File: config.mk
export PLATFORM = sky130hd
export DESIGN_NAME = mvdr_regs
export DESIGN_NICKNAME = d
export VERILOG_FILES = /design/src/design/mvdr_pkg.sv /design/src/design/mvdr_regs.sv /design/src/design/mvdr_reg_cell.sv /design/src/design/mvdr_scale.sv
export SDC_FILE = /design/constraint.sdc
export NUM_CORES = 2
export LEC_CHECK = 0
export ABC_CLOCK_PERIOD_IN_PS = 7940
export BUFFER_PORTS_ARGS = -buffer_cell sky130_fd_sc_hd__buf_2
export CAP_MARGIN = 25
export CORE_ASPECT_RATIO = 0.8
export CORE_MARGIN = 2
export CORE_UTILIZATION = 30
export DETAILED_ROUTE_END_ITERATION = 8
export GPL_TIMING_DRIVEN = 0
export PLACE_DENSITY = 0.51
export SYNTH_ARGS = -nofsm -noshare
export SYNTH_HDL_FRONTEND = slang
export SYNTH_SLANG_ARGS = --single-unit
File: constraint.sdc
create_clock -name ref_clk -period 7.94 [get_ports ref_clk]
set_input_delay 1.588 -clock ref_clk [delete_from_list [all_inputs] [get_ports ref_clk]]
set_output_delay 1.588 -clock ref_clk [all_outputs]
set_load 0.01 [all_outputs]
File: src/design/mvdr_pkg.sv
// Constants shared by the motor vector data register bank and its helpers.
// Assumes a 32-bit classic Wishbone register bus with byte-lane selects.
package mvdr_pkg;
	// Bus geometry.
	localparam int MVDR_DATA_W = 32;
	localparam int MVDR_SEL_W = 4;
	localparam int MVDR_ADR_W = 8;
	localparam int MVDR_BYTE_W = 8;
	localparam int MVDR_WORD_LSB = 2;

	// Register byte offsets, one aligned word each.
	localparam logic [7:0] MVDR_OFS_SUPPLY = 8'h00;
	localparam logic [7:0] MVDR_OFS_DCUR = 8'h04;
	localparam logic [7:0] MVDR_OFS_QCUR = 8'h08;
	localparam logic [7:0] MVDR_OFS_UDUTY = 8'h0C;
	localparam logic [7:0] MVDR_OFS_VDUTY = 8'h10;
	localparam logic [7:0] MVDR_OFS_WDUTY = 8'h14;

	// Field widths; the narrow fields sit in bits 15 to 0.
	localparam int MVDR_SUPPLY_W = 16;
	localparam int MVDR_CUR_W = 32;
	localparam int MVDR_DUTY_W = 16;
	localparam int MVDR_PHASES = 3;

	// Reset values.
	localparam logic [15:0] MVDR_SUPPLY_RST = 16'h0000;
	localparam logic [31:0] MVDR_CUR_RST = 32'h0000_0000;
	localparam logic [15:0] MVDR_DUTY_RST = 16'h0000;
	localparam logic [31:0] MVDR_RD_ZERO = 32'h0000_0000;

	// Converter results: the valid field is bits 15 to 4, bits 3 to 0 read as zero.
	localparam int MVDR_ADC_W = 16;
	localparam logic [15:0] MVDR_ADC_MASK = 16'hFFF0;

	// Scaling: full scale is one converter step shifted up, results shifted down.
	localparam int MVDR_LSB_W = 16;
	localparam int MVDR_VFS_SHIFT = 12;
	localparam int MVDR_VFRAC = 15;
	localparam int MVDR_IFS_SHIFT = 11;
	localparam int MVDR_IFRAC = 31;
	localparam int MVDR_VPHYS_W = MVDR_SUPPLY_W + MVDR_LSB_W + MVDR_VFS_SHIFT + 2 - MVDR_VFRAC;
	localparam int MVDR_IPHYS_W = MVDR_CUR_W + MVDR_LSB_W + MVDR_IFS_SHIFT + 2 - MVDR_IFRAC;
endpackage

File: src/design/mvdr_regs.sv
// Register bank of the motor vector calculation unit: supply voltage, d/q currents
// and the three phase pulse widths, reached over classic Wishbone and shared with
// the calculation unit and the PWM driver.
// Assumes one clock, an active-low asynchronous reset and a single-cycle bus master.
//
// Chosen here: the register addresses and register access over Wishbone.
`timescale 1ns/10ps
module mvdr_regs #(
	parameter int ADR_W = mvdr_pkg::MVDR_ADR_W
) (
	// Clock and reset.
	input wire logic ref_clk,
	input wire logic nrst,
	// Wishbone slave.
	input wire logic wb_cyc_i,
	input wire logic wb_stb_i,
	input wire logic wb_we_i,
	input wire logic [ADR_W-1:0] wb_adr_i,
	input wire logic [mvdr_pkg::MVDR_SEL_W-1:0] wb_sel_i,
	input wire logic [mvdr_pkg::MVDR_DATA_W-1:0] wb_dat_i,
	output logic [mvdr_pkg::MVDR_DATA_W-1:0] wb_dat_o,
	output logic wb_ack_o,
	// Calculation unit updates.
	input wire logic calc_vsup_we,
	input wire logic [mvdr_pkg::MVDR_SUPPLY_W-1:0] calc_vsup_data,
	input wire logic calc_dcur_we,
	input wire logic [mvdr_pkg::MVDR_CUR_W-1:0] calc_dcur_data,
	input wire logic calc_qcur_we,
	input wire logic [mvdr_pkg::MVDR_CUR_W-1:0] calc_qcur_data,
	input wire logic [mvdr_pkg::MVDR_PHASES-1:0] calc_duty_we,
	input wire logic [mvdr_pkg::MVDR_DUTY_W-1:0] calc_duty_u,
	input wire logic [mvdr_pkg::MVDR_DUTY_W-1:0] calc_duty_v,
	input wire logic [mvdr_pkg::MVDR_DUTY_W-1:0] calc_duty_w,
	// Raw converter results of the three phase currents.
	input wire logic [mvdr_pkg::MVDR_ADC_W-1:0] adc_ia_raw,
	input wire logic [mvdr_pkg::MVDR_ADC_W-1:0] adc_ib_raw,
	input wire logic [mvdr_pkg::MVDR_ADC_W-1:0] adc_ic_raw,
	// Weight of one converter step for voltage and current.
	input wire logic [mvdr_pkg::MVDR_LSB_W-1:0] volt_lsb_weight,
	input wire logic [mvdr_pkg::MVDR_LSB_W-1:0] curr_lsb_weight,
	// Stored values for the calculation unit.
	output logic [mvdr_pkg::MVDR_SUPPLY_W-1:0] supply_voltage_value,
	output logic [mvdr_pkg::MVDR_CUR_W-1:0] d_axis_current_value,
	output logic [mvdr_pkg::MVDR_CUR_W-1:0] q_axis_current_value,
	// Phase pulse widths to the PWM driver.
	output logic [mvdr_pkg::MVDR_DUTY_W-1:0] u_phase_pulse_width,
	output logic [mvdr_pkg::MVDR_DUTY_W-1:0] v_phase_pulse_width,
	output logic [mvdr_pkg::MVDR_DUTY_W-1:0] w_phase_pulse_width,
	output logic duty_update,
	// Converter results aligned for the current computations.
	output logic [mvdr_pkg::MVDR_ADC_W-1:0] adc_ia_used,
	output logic [mvdr_pkg::MVDR_ADC_W-1:0] adc_ib_used,
	output logic [mvdr_pkg::MVDR_ADC_W-1:0] adc_ic_used,
	// Physical values in the units of the step weights.
	output logic signed [mvdr_pkg::MVDR_VPHYS_W-1:0] supply_voltage_phys,
	output logic signed [mvdr_pkg::MVDR_IPHYS_W-1:0] d_axis_current_phys,
	output logic signed [mvdr_pkg::MVDR_IPHYS_W-1:0] q_axis_current_phys
);
	import mvdr_pkg::*;

	localparam int IDX_W = ADR_W - MVDR_WORD_LSB;

	// Bus handshake state.
	logic ack_r;
	logic ack_nxt;
	logic [MVDR_DATA_W-1:0] rdata_r;
	logic [MVDR_DATA_W-1:0] rdata_nxt;

	// Decode.
	logic req;
	logic wr_commit;
	logic [IDX_W-1:0] word_idx;
	logic hit_supply;
	logic hit_dcur;
	logic hit_qcur;
	logic hit_uduty;
	logic hit_vduty;
	logic hit_wduty;
	logic hit_any;

	// Stored fields.
	logic [MVDR_SUPPLY_W-1:0] supply_q;
	logic [MVDR_CUR_W-1:0] dcur_q;
	logic [MVDR_CUR_W-1:0] qcur_q;
	logic [MVDR_DUTY_W-1:0] uduty_q;
	logic [MVDR_DUTY_W-1:0] vduty_q;
	logic [MVDR_DUTY_W-1:0] wduty_q;

	// Duty change notice and converter alignment.
	logic duty_upd_r;
	logic duty_upd_nxt;
	logic [MVDR_ADC_W-1:0] ia_r;
	logic [MVDR_ADC_W-1:0] ib_r;
	logic [MVDR_ADC_W-1:0] ic_r;
	logic [MVDR_ADC_W-1:0] ia_nxt;
	logic [MVDR_ADC_W-1:0] ib_nxt;
	logic [MVDR_ADC_W-1:0] ic_nxt;

	// Address decode on the word index; byte-offset bits are ignored.
	always_comb begin
		req = wb_cyc_i & wb_stb_i;
		word_idx = wb_adr_i[ADR_W-1:MVDR_WORD_LSB];
		hit_supply = (word_idx == IDX_W'(MVDR_OFS_SUPPLY >> MVDR_WORD_LSB));
		hit_dcur = (word_idx == IDX_W'(MVDR_OFS_DCUR >> MVDR_WORD_LSB));
		hit_qcur = (word_idx == IDX_W'(MVDR_OFS_QCUR >> MVDR_WORD_LSB));
		hit_uduty = (word_idx == IDX_W'(MVDR_OFS_UDUTY >> MVDR_WORD_LSB));
		hit_vduty = (word_idx == IDX_W'(MVDR_OFS_VDUTY >> MVDR_WORD_LSB));
		hit_wduty = (word_idx == IDX_W'(MVDR_OFS_WDUTY >> MVDR_WORD_LSB));
		hit_any = hit_supply | hit_dcur | hit_qcur | hit_uduty | hit_vduty | hit_wduty;
	end

	// A write lands on the edge at which the master sees ack, so an aborted cycle
	// never changes a register. Unmapped writes are acknowledged and dropped.
	assign wr_commit = req & wb_we_i & ack_r;

	// Ack follows one cycle after the request and drops the cycle after; read data
	// is captured with it and reserved upper bits are filled with zeros.
	always_comb begin
		ack_nxt = req & ~ack_r;
		rdata_nxt = rdata_r;
		if (req & ~ack_r) begin
			rdata_nxt = MVDR_RD_ZERO;
			if (!wb_we_i) begin
				if (hit_supply) begin
					rdata_nxt = {{(MVDR_DATA_W-MVDR_SUPPLY_W){1'b0}}, supply_q};
				end else if (hit_dcur) begin
					rdata_nxt = dcur_q;
				end else if (hit_qcur) begin
					rdata_nxt = qcur_q;
				end else if (hit_uduty) begin
					rdata_nxt = {{(MVDR_DATA_W-MVDR_DUTY_W){1'b0}}, uduty_q};
				end else if (hit_vduty) begin
					rdata_nxt = {{(MVDR_DATA_W-MVDR_DUTY_W){1'b0}}, vduty_q};
				end else if (hit_wduty) begin
					rdata_nxt = {{(MVDR_DATA_W-MVDR_DUTY_W){1'b0}}, wduty_q};
				end
			end
		end
	end

	// Bus handshake registers.
	always_ff @(posedge ref_clk or negedge nrst) begin
		if (!nrst) begin
			ack_r <= 1'b0;
			rdata_r <= MVDR_RD_ZERO;
		end else begin
			ack_r <= ack_nxt;
			rdata_r <= rdata_nxt;
		end
	end

	assign wb_ack_o = ack_r;
	assign wb_dat_o = rdata_r;

	// Supply voltage; only the two low byte lanes are stored.
	mvdr_reg_cell #(
		.W(MVDR_SUPPLY_W),
		.RST(MVDR_SUPPLY_RST)
	) u_supply (
		.ref_clk(ref_clk),
		.nrst(nrst),
		.bus_we(wr_commit & hit_supply),
		.bus_sel(wb_sel_i),
		.bus_wdata(wb_dat_i),
		.hw_we(calc_vsup_we),
		.hw_data(calc_vsup_data),
		.q(supply_q)
	);

	// D-axis current, all four byte lanes.
	mvdr_reg_cell #(
		.W(MVDR_CUR_W),
		.RST(MVDR_CUR_RST)
	) u_dcur (
		.ref_clk(ref_clk),
		.nrst(nrst),
		.bus_we(wr_commit & hit_dcur),
		.bus_sel(wb_sel_i),
		.bus_wdata(wb_dat_i),
		.hw_we(calc_dcur_we),
		.hw_data(calc_dcur_data),
		.q(dcur_q)
	);

	// Q-axis current, all four byte lanes.
	mvdr_reg_cell #(
		.W(MVDR_CUR_W),
		.RST(MVDR_CUR_RST)
	) u_qcur (
		.ref_clk(ref_clk),
		.nrst(nrst),
		.bus_we(wr_commit & hit_qcur),
		.bus_sel(wb_sel_i),
		.bus_wdata(wb_dat_i),
		.hw_we(calc_qcur_we),
		.hw_data(calc_qcur_data),
		.q(qcur_q)
	);

	// U-phase pulse width.
	mvdr_reg_cell #(
		.W(MVDR_DUTY_W),
		.RST(MVDR_DUTY_RST)
	) u_uduty (
		.ref_clk(ref_clk),
		.nrst(nrst),
		.bus_we(wr_commit & hit_uduty),
		.bus_sel(wb_sel_i),
		.bus_wdata(wb_dat_i),
		.hw_we(calc_duty_we[0]),
		.hw_data(calc_duty_u),
		.q(uduty_q)
	);

	// V-phase pulse width.
	mvdr_reg_cell #(
		.W(MVDR_DUTY_W),
		.RST(MVDR_DUTY_RST)
	) u_vduty (
		.ref_clk(ref_clk),
		.nrst(nrst),
		.bus_we(wr_commit & hit_vduty),
		.bus_sel(wb_sel_i),
		.bus_wdata(wb_dat_i),
		.hw_we(calc_duty_we[1]),
		.hw_data(calc_duty_v),
		.q(vduty_q)
	);

	// W-phase pulse width.
	mvdr_reg_cell #(
		.W(MVDR_DUTY_W),
		.RST(MVDR_DUTY_RST)
	) u_wduty (
		.ref_clk(ref_clk),
		.nrst(nrst),
		.bus_we(wr_commit & hit_wduty),
		.bus_sel(wb_sel_i),
		.bus_wdata(wb_dat_i),
		.hw_we(calc_duty_we[2]),
		.hw_data(calc_duty_w),
		.q(wduty_q)
	);

	// Physical supply voltage: full scale is the step weight shifted up by 12,
	// and the product is taken down by 15 bits.
	mvdr_scale #(
		.VW(MVDR_SUPPLY_W),
		.VSIGNED(1'b0),
		.LW(MVDR_LSB_W),
		.FS_SHIFT(MVDR_VFS_SHIFT),
		.FRAC(MVDR_VFRAC),
		.OW(MVDR_VPHYS_W)
	) u_vscale (
		.ref_clk(ref_clk),
		.nrst(nrst),
		.value(supply_q),
		.lsb_weight(volt_lsb_weight),
		.phys(supply_voltage_phys)
	);

	// Physical d-axis current; the stored word is signed, so the product is too.
	mvdr_scale #(
		.VW(MVDR_CUR_W),
		.VSIGNED(1'b1),
		.LW(MVDR_LSB_W),
		.FS_SHIFT(MVDR_IFS_SHIFT),
		.FRAC(MVDR_IFRAC),
		.OW(MVDR_IPHYS_W)
	) u_dscale (
		.ref_clk(ref_clk),
		.nrst(nrst),
		.value(dcur_q),
		.lsb_weight(curr_lsb_weight),
		.phys(d_axis_current_phys)
	);

	// Physical q-axis current, same scaling as the d axis.
	mvdr_scale #(
		.VW(MVDR_CUR_W),
		.VSIGNED(1'b1),
		.LW(MVDR_LSB_W),
		.FS_SHIFT(MVDR_IFS_SHIFT),
		.FRAC(MVDR_IFRAC),
		.OW(MVDR_IPHYS_W)
	) u_qscale (
		.ref_clk(ref_clk),
		.nrst(nrst),
		.value(qcur_q),
		.lsb_weight(curr_lsb_weight),
		.phys(q_axis_current_phys)
	);

	// The PWM driver is told when any phase width may have changed, so it can
	// reload its compare values at the next carrier boundary instead of polling.
	always_comb begin
		duty_upd_nxt = (|calc_duty_we)
			| (wr_commit & (hit_uduty | hit_vduty | hit_wduty));
	end

	// Converter results keep bits 15 to 4; the low nibble is forced to zero
	// so a noisy or misaligned source cannot leak into the current maths.
	always_comb begin
		ia_nxt = adc_ia_raw & MVDR_ADC_MASK;
		ib_nxt = adc_ib_raw & MVDR_ADC_MASK;
		ic_nxt = adc_ic_raw & MVDR_ADC_MASK;
	end

	// Side-band registers; everything clears on reset.
	always_ff @(posedge ref_clk or negedge nrst) begin
		if (!nrst) begin
			duty_upd_r <= 1'b0;
			ia_r <= '0;
			ib_r <= '0;
			ic_r <= '0;
		end else begin
			duty_upd_r <= duty_upd_nxt;
			ia_r <= ia_nxt;
			ib_r <= ib_nxt;
			ic_r <= ic_nxt;
		end
	end

	// Stored values go straight out of their flip-flops.
	assign supply_voltage_value = supply_q;
	assign d_axis_current_value = dcur_q;
	assign q_axis_current_value = qcur_q;
	assign u_phase_pulse_width = uduty_q;
	assign v_phase_pulse_width = vduty_q;
	assign w_phase_pulse_width = wduty_q;
	assign duty_update = duty_upd_r;
	assign adc_ia_used = ia_r;
	assign adc_ib_used = ib_r;
	assign adc_ic_used = ic_r;
endmodule

File: src/design/mvdr_reg_cell.sv
// One storage word of the register bank, writable by the bus and the calculation unit.
// Assumes the bus strobe is a single-cycle pulse already qualified by address decode.
`timescale 1ns/10ps
module mvdr_reg_cell #(
	parameter int W = 16,
	parameter logic [W-1:0] RST = '0
) (
	// Clock and reset.
	input wire logic ref_clk,
	input wire logic nrst,
	// Bus write with byte lanes.
	input wire logic bus_we,
	input wire logic [mvdr_pkg::MVDR_SEL_W-1:0] bus_sel,
	input wire logic [mvdr_pkg::MVDR_DATA_W-1:0] bus_wdata,
	// Calculation unit write.
	input wire logic hw_we,
	input wire logic [W-1:0] hw_data,
	// Stored value.
	output logic [W-1:0] q
);
	import mvdr_pkg::*;

	logic [W-1:0] q_r;
	logic [W-1:0] q_nxt;

	// Only byte lanes inside the field are stored, so upper reserved lanes are dropped.
	always_comb begin
		q_nxt = q_r;
		if (bus_we) begin
			for (int b = 0; b < W / MVDR_BYTE_W; b++) begin
				if (bus_sel[b]) begin
					q_nxt[b*MVDR_BYTE_W +: MVDR_BYTE_W] = bus_wdata[b*MVDR_BYTE_W +: MVDR_BYTE_W];
				end
			end
		end else if (hw_we) begin
			q_nxt = hw_data;
		end
	end

	// Storage clears to its reset value.
	always_ff @(posedge ref_clk or negedge nrst) begin
		if (!nrst) begin
			q_r <= RST;
		end else begin
			q_r <= q_nxt;
		end
	end

	assign q = q_r;
endmodule

File: src/design/mvdr_scale.sv
// Converts a stored fixed-point word to physical units from the converter step weight.
// Assumes the step weight input is steady; the result lags its inputs by one clock.
`timescale 1ns/10ps
module mvdr_scale #(
	parameter int VW = 16,
	parameter bit VSIGNED = 1'b0,
	parameter int LW = 16,
	parameter int FS_SHIFT = 12,
	parameter int FRAC = 15,
	parameter int OW = VW + LW + FS_SHIFT + 2 - FRAC
) (
	// Clock and reset.
	input wire logic ref_clk,
	input wire logic nrst,
	// Stored value and weight of one converter step.
	input wire logic [VW-1:0] value,
	input wire logic [LW-1:0] lsb_weight,
	// Physical result, signed.
	output logic signed [OW-1:0] phys
);
	localparam int PW = VW + LW + FS_SHIFT + 2;

	logic signed [VW:0] v_ext;
	logic signed [LW+FS_SHIFT:0] full_scale;
	logic signed [PW-1:0] prod;
	logic signed [OW-1:0] phys_r;
	logic signed [OW-1:0] phys_nxt;

	// Full scale is the step weight times a power of two; value times full scale over 2^FRAC.
	always_comb begin
		v_ext = {(VSIGNED ? value[VW-1] : 1'b0), value};
		full_scale = {1'b0, lsb_weight, {FS_SHIFT{1'b0}}};
		prod = v_ext * full_scale;
		phys_nxt = OW'(prod >>> FRAC);
	end

	// Registered so the wide multiply does not sit on the output path.
	always_ff @(posedge ref_clk or negedge nrst) begin
		if (!nrst) begin
			phys_r <= '0;
		end else begin
			phys_r <= phys_nxt;
		end
	end

	assign phys = phys_r;
endmodule

-- Yosys cells after proc, flatten, opt, wreduce, memory -nomap -nowiden
Index checks and enable logic that the tools add are counted.
- input port bits: 263
- ROM bits: 0
- memory bits (writable): 0
- memories: 0
- word-level logic and storage cells: 111
- latch bits: 0
- register bits: 289
- bitwise logic cells: 15
- equal/unequal tests: 21
- multiplexer cells: 23
- div/mod/pow operators: 0
- magnitude comparators: 0
- shifts and indexed selects: 0
- multiply operators: 3
- add/sub/neg operators: 0
- reductions and logical operators: 24
- operators with widths (operator ; count):
    $mux 32 ; 8
    $mux 16 ; 11
    $mul 32x17->49 ; 2
    $mul 16x16->32 ; 1
    $mux 8 ; 4
    $ne 2x2->1 const B ; 16
    $reduce_and 2->1 ; 16
    $eq 6x2->1 const B ; 2
    $eq 6x3->1 const B ; 2
    $reduce_bool 2->1 ; 6
    $and 1x1->1 ; 11
    $eq 6x1->1 const B ; 1
    $logic_not 6->1 ; 1
    $or 1x1->1 ; 3
    $reduce_or 3->1 ; 1
    $not 1->1 ; 1

-- Depth between registers and ports, before layout
- depth in word-level cells: 8
- gate-level depth with buffers: 27

-- Cells and area by module
Synthesis repeated with hierarchy kept, for this count alone.
- cells, all modules: 5984
- area total of the unflattened synthesis: 57096.0 um2
- by module, submodules not included (module ; cells an instance ; area each (um2) ; instances ; seq. area each (um2)):
    mvdr_scale (u_qscale) ; 2040 ; 18447.7 ; 1 ; 725.7
    mvdr_scale (u_dscale) ; 2040 ; 18340.1 ; 1 ; 725.7
    mvdr_scale (u_vscale) ; 1003 ; 9230.1 ; 1 ; 725.7
    mvdr_reg_cell (u_supply ...) ; 70 ; 942.2 ; 4 ; 400.4
    mvdr_reg_cell (u_dcur ...) ; 140 ; 1883.1 ; 2 ; 800.8
    mvdr_regs ; 341 ; 3543.4 ; 1 ; 1751.7

-- Worst setup path after synthesis
Ideal clock, no wire load.
- path kind: input port to flip-flop
- start: in curr_lsb_weight[2] in the netlist's numbering
- end: reg u_dscale.phys_r[28] (netlist: u_dscale.phys[28])
- stages on the path: 23
- data required time: 7.812 ns
- arrival: 7.626 ns
- slack: 0.186 ns
- path through: clkbuf_1 > clkbuf_1 > nand2_1 > fa_1 > fa_1 > inv_1 > fa_1 > fa_1 > fa_1 > inv_1 > fa_1 > inv_1 > ha_1 > clkbuf_1 > and3_1 > a32oi_1 > nand2_1 > o21bai_1 > a311o_1 > a221o_1 > a21oi_1 > o41ai_2 > xnor2_1
- word-level cells in the longest chain between the ends: 1
- ends and longest elaborated chain (element ; RTL line ; RTL):
    start: declaration ; mvdr_regs.sv:40 ; input wire logic [mvdr_pkg::MVDR_LSB_W-1:0] curr_lsb_weight,
    $mul 32x17->49 ; mvdr_scale.sv:33 ; prod = v_ext * full_scale;
    via u_dscale.prod[59] ; mvdr_scale.sv:25 ; logic signed [PW-1:0] prod;
    end signal: assignment ; mvdr_scale.sv:42 ; phys_r <= phys_nxt;
    end: declaration ; mvdr_scale.sv:26 ; logic signed [OW-1:0] phys_r;
The timed path passes the listed nets, and every way through them passes these cells.
A chain may end at the register's enable or synchronous reset.

-- Final worst setup path
- start: reg u_dcur.q_r[6] (netlist: u_dcur.q[6])
- end: reg u_dscale.phys_r[28] (netlist: u_dscale.phys[28])
- word-level cells in the longest chain between the ends: 1
- ends and longest elaborated chain (element ; RTL line ; RTL):
    start: declaration ; mvdr_reg_cell.sv:23 ; logic [W-1:0] q_r;
    start signal: assignment ; mvdr_reg_cell.sv:45 ; q_r <= q_nxt;
    $mul 32x17->49 ; mvdr_scale.sv:33 ;
    via u_dscale.prod[59] ; mvdr_scale.sv:25 ;
The timed path passes the listed nets, and every way through them passes these cells.

==> flow_summary.yaml <==
timing:
  rsz0062_at_grt: "yes"
  max_slew.worst_pin.slew_ns: 1.14
  drv_slew: 0
  clock_skew_ns: 0.0496
  hold_viol: 0
  period_share_pct: 98.1
  max_slew_margin_pct: 24.2
  fmax_ghz: 0.128
  setup_violations: 0
  fin_crit_ns: 7.79
global_route:
  antenna_found_initial: 43
  grt_max_degree: 107
  grt_pass1_wl_um: 325000
  grt.overflow.total: 0
  grt_use_total_pct: 24.8
  grt_pass1_vias: 45500
clocking:
  cts_root_buf: "clkbuf_16"
  cts.reportedPaths.clkPinSlew_ns: 0.06
  clockBufferDepth: 3
  clock-sinks: 285
  cts-buffers-inserted: 40
  cts_tree: "built"
  clock_latency_ns: 0.68
  htreeDepth: 2
synthesis:
  yosysMostFrequentCell: "inv_1"
  ys_async_sr_fraction_pct: 100
  synth-seq-cells: 285
  synthDistinctLibCells: 81
  synth.avg_cell_area_sq_um: 9.16
  yosysSeqAreaShare_pct: 13.2
  yosysTopAreaCellShare_pct: 43.4
  netlist_area_sq_mm: 0.0539
  synth_edf_count: 0
  yosys.area.top_type: "fa_1"
  synthTopCellsByArea: "fa_1 43%, dfrtp_1 13%, inv_1 9.6%"
  synth_cells: 5887
  yosys_warnings: 0
  synth.top_cells.by_count: "1380 x inv_1, 1168 x fa_1, 788 x nand2_1"
  synth_flop_cell: "dfrtp_1"
setup_path:
  crit_arrival_ns: 8.35
  cp_max_fo: 10
  start_kind: "flip-flop"
  worstSetupPathType: "reg2reg"
  crit_path_end_kind: "flip-flop"
  slowest_delay_ns: 0.94
  crit_path_top_delay_cell: "dfrtp_1"
  critical_path_required_ns: 8.50
  cp_common_cell: "fa_1"
placement:
  hpwl_um: 187000
  port_buffers: 519
  place_congestion: 0.982
  dp_cells: 8839
  dpl_cell_area_sq_mm: 0.0600
die:
  start_util_pct: 30.1
  rows: 139
  die_w_um: 478
  ios: 564
  design.core.area_sq_mm: 0.179
  die_y_um: 383
  die-area_sq_mm: 0.183
final_layout:
  nets: 8241
  fin_area_sq_mm: 0.0618
  drive_gt1_share_pct: 12.5
  areaGrowthSynthToFinish_pct: 14.7
  final_cells: 8935
job:
  max-cap-violations: 0
drt:
  ant_nets: 0
  dr.pass1.iters: 7
  vias: 43200
  wl_per_cell_um: 25.2
  vias_per_cell: 4.84
  wirelength_um: 225000
  drtIter0Drc: 3919
  drc: 0
min_path:
  min_path_type: "reg2reg"
run_status:
  status: "complete, no violations"
[layout by cell type (no fill, tap or decap), drive strengths merged, types with 11 or more instances in the layout]
| master | n |
|---|---|
| a21oi | 93 |
| and3 | 17 |
| fa | 1168 |
| nor2b | 11 |
| xor2 | 23 |
| o21ai | 82 |
| a22oi | 19 |
| nor2 | 342 |
| nand2 | 788 |
| dfrtp | 285 |
| a22o | 16 |
| a21o | 44 |
| clkbuf | 285 |
| ha | 332 |
| clkinv | 16 |
| conb | 14 |
| mux2 | 19 |
| nand4 | 15 |
| o22ai | 126 |
| diode | 28 |
| inv | 1383 |
| o211ai | 12 |
| nand3 | 17 |
| nor3 | 13 |
| and2 | 575 |
| buf | 601 |
| nand2b | 14 |
| a221o | 15 |
| xnor2 | 71 |
| o21bai | 13 |
[state kept, by name, summed over array words and instances (netlist names)]
name / flops
u_dcur.q: 32
duty_update: 1
wb_ack_o: 1
u_vduty.q: 16
u_vscale.phys: 29
u_dscale.phys: 29
wb_dat_o: 32
u_supply.q: 16
u_qcur.q: 32
u_uduty.q: 16
adc_ic_used: 12
adc_ib_used: 12
u_qscale.phys: 29
u_wduty.q: 16
adc_ia_used: 12
[cells by family after synthesis]
group           share of synthesized area, %
mux                                    0.397
flops                                   13.2
compound gates                          6.08
xor+xnor                                1.53
fa+ha+maj                               51.1
simple gates                            15.9
other cells                          0.00695
buf+inv                                 11.8
[critical path, delay by kind of cell (launching register included)]
family / cells / cell delay [ns]
XOR/XNOR: 1 / 0.18
AND/OR/NAND/NOR: 3 / 0.48
AO/OA/AOI/OAI: 6 / 1.46
flip-flops: 1 / 0.94
adder cells (fa/ha/maj): 7 / 3.30
buffers and inverters: 8 / 1.29
[final cells by class]
| cell class | count | area [sq um] |
|---|---|---|
| fill | 18700 | 117000 |
| multi-input combinational | 3934 | 40600 |
| sequential | 285 | 7130 |
| inverter | 1380 | 5180 |
| timing repair buffer | 551 | 3070 |
| tap | 2397 | 3000 |
| buffer | 286 | 1370 |
| clock buffer | 49 | 1090 |
| clock inverter | 25 | 300 |
| antenna | 28 | 70.1 |
[layer usage]
layer  vias to the layer above  share of wire (%)  track usage (%)
met3                       423                9.0             5.31
met1                     22200                 42             33.9
met2                      1991                 42             36.1
met5                         -              0.024                0
li1                      18600                  -                -
met4                         8                6.9             14.2
[what timing repair did]
action | 4_1_cts | 5_1_grt
setup buffers | 2 | 7
cloned | 0 | 0
resized for setup | 93 | 136
hold buffers | 0 | 0
pin swaps | 1 | 8
setup endpoints to repair | 49 | 25
[through the flow]
stage / setup TNS (ns) / setup slack [ns] / util [%] / hold slack, ns
3_3_place_gp: -354.29 / -2.03 / 33.3 / 0.464
4_1_cts: 0 / 0.0130 / 34.4 / 0.481
2_1_floorplan: 0 / 0.186 / - / 0.516
6_report: 0 / 0.149 / 34.6 / 0.478
5_1_grt: -0.0464 / -0.0411 / 34.5 / 0.497
3_5_place_dp: -62.23 / -1.52 / 33.5 / 0.466
[final timing paths]
kind,to,depth (start not counted),start,slack (ns)
max,u_dscale.phys[28]$_DFF_PN0_,25,u_dcur.q[6]$_DFFE_PN0P_,0.15
max reg2reg,u_dscale.phys[28]$_DFF_PN0_,25,u_dcur.q[6]$_DFFE_PN0P_,0.15
max in group asynchronous,u_vduty.q[10]$_DFFE_PN0P_,3,nrst,5.95
min,wb_dat_o[1]$_DFFE_PN0P_,2,wb_dat_o[1]$_DFFE_PN0P_,0.48
min reg2reg,wb_dat_o[1]$_DFFE_PN0P_,2,wb_dat_o[1]$_DFFE_PN0P_,0.48
min in group asynchronous,adc_ic_used[7]$_DFF_PN0_,1,nrst,0.75
Power is left out: the tool's default activity adds up to more than one toggle a clock period on the data nets, which glitch-free logic cannot reach.
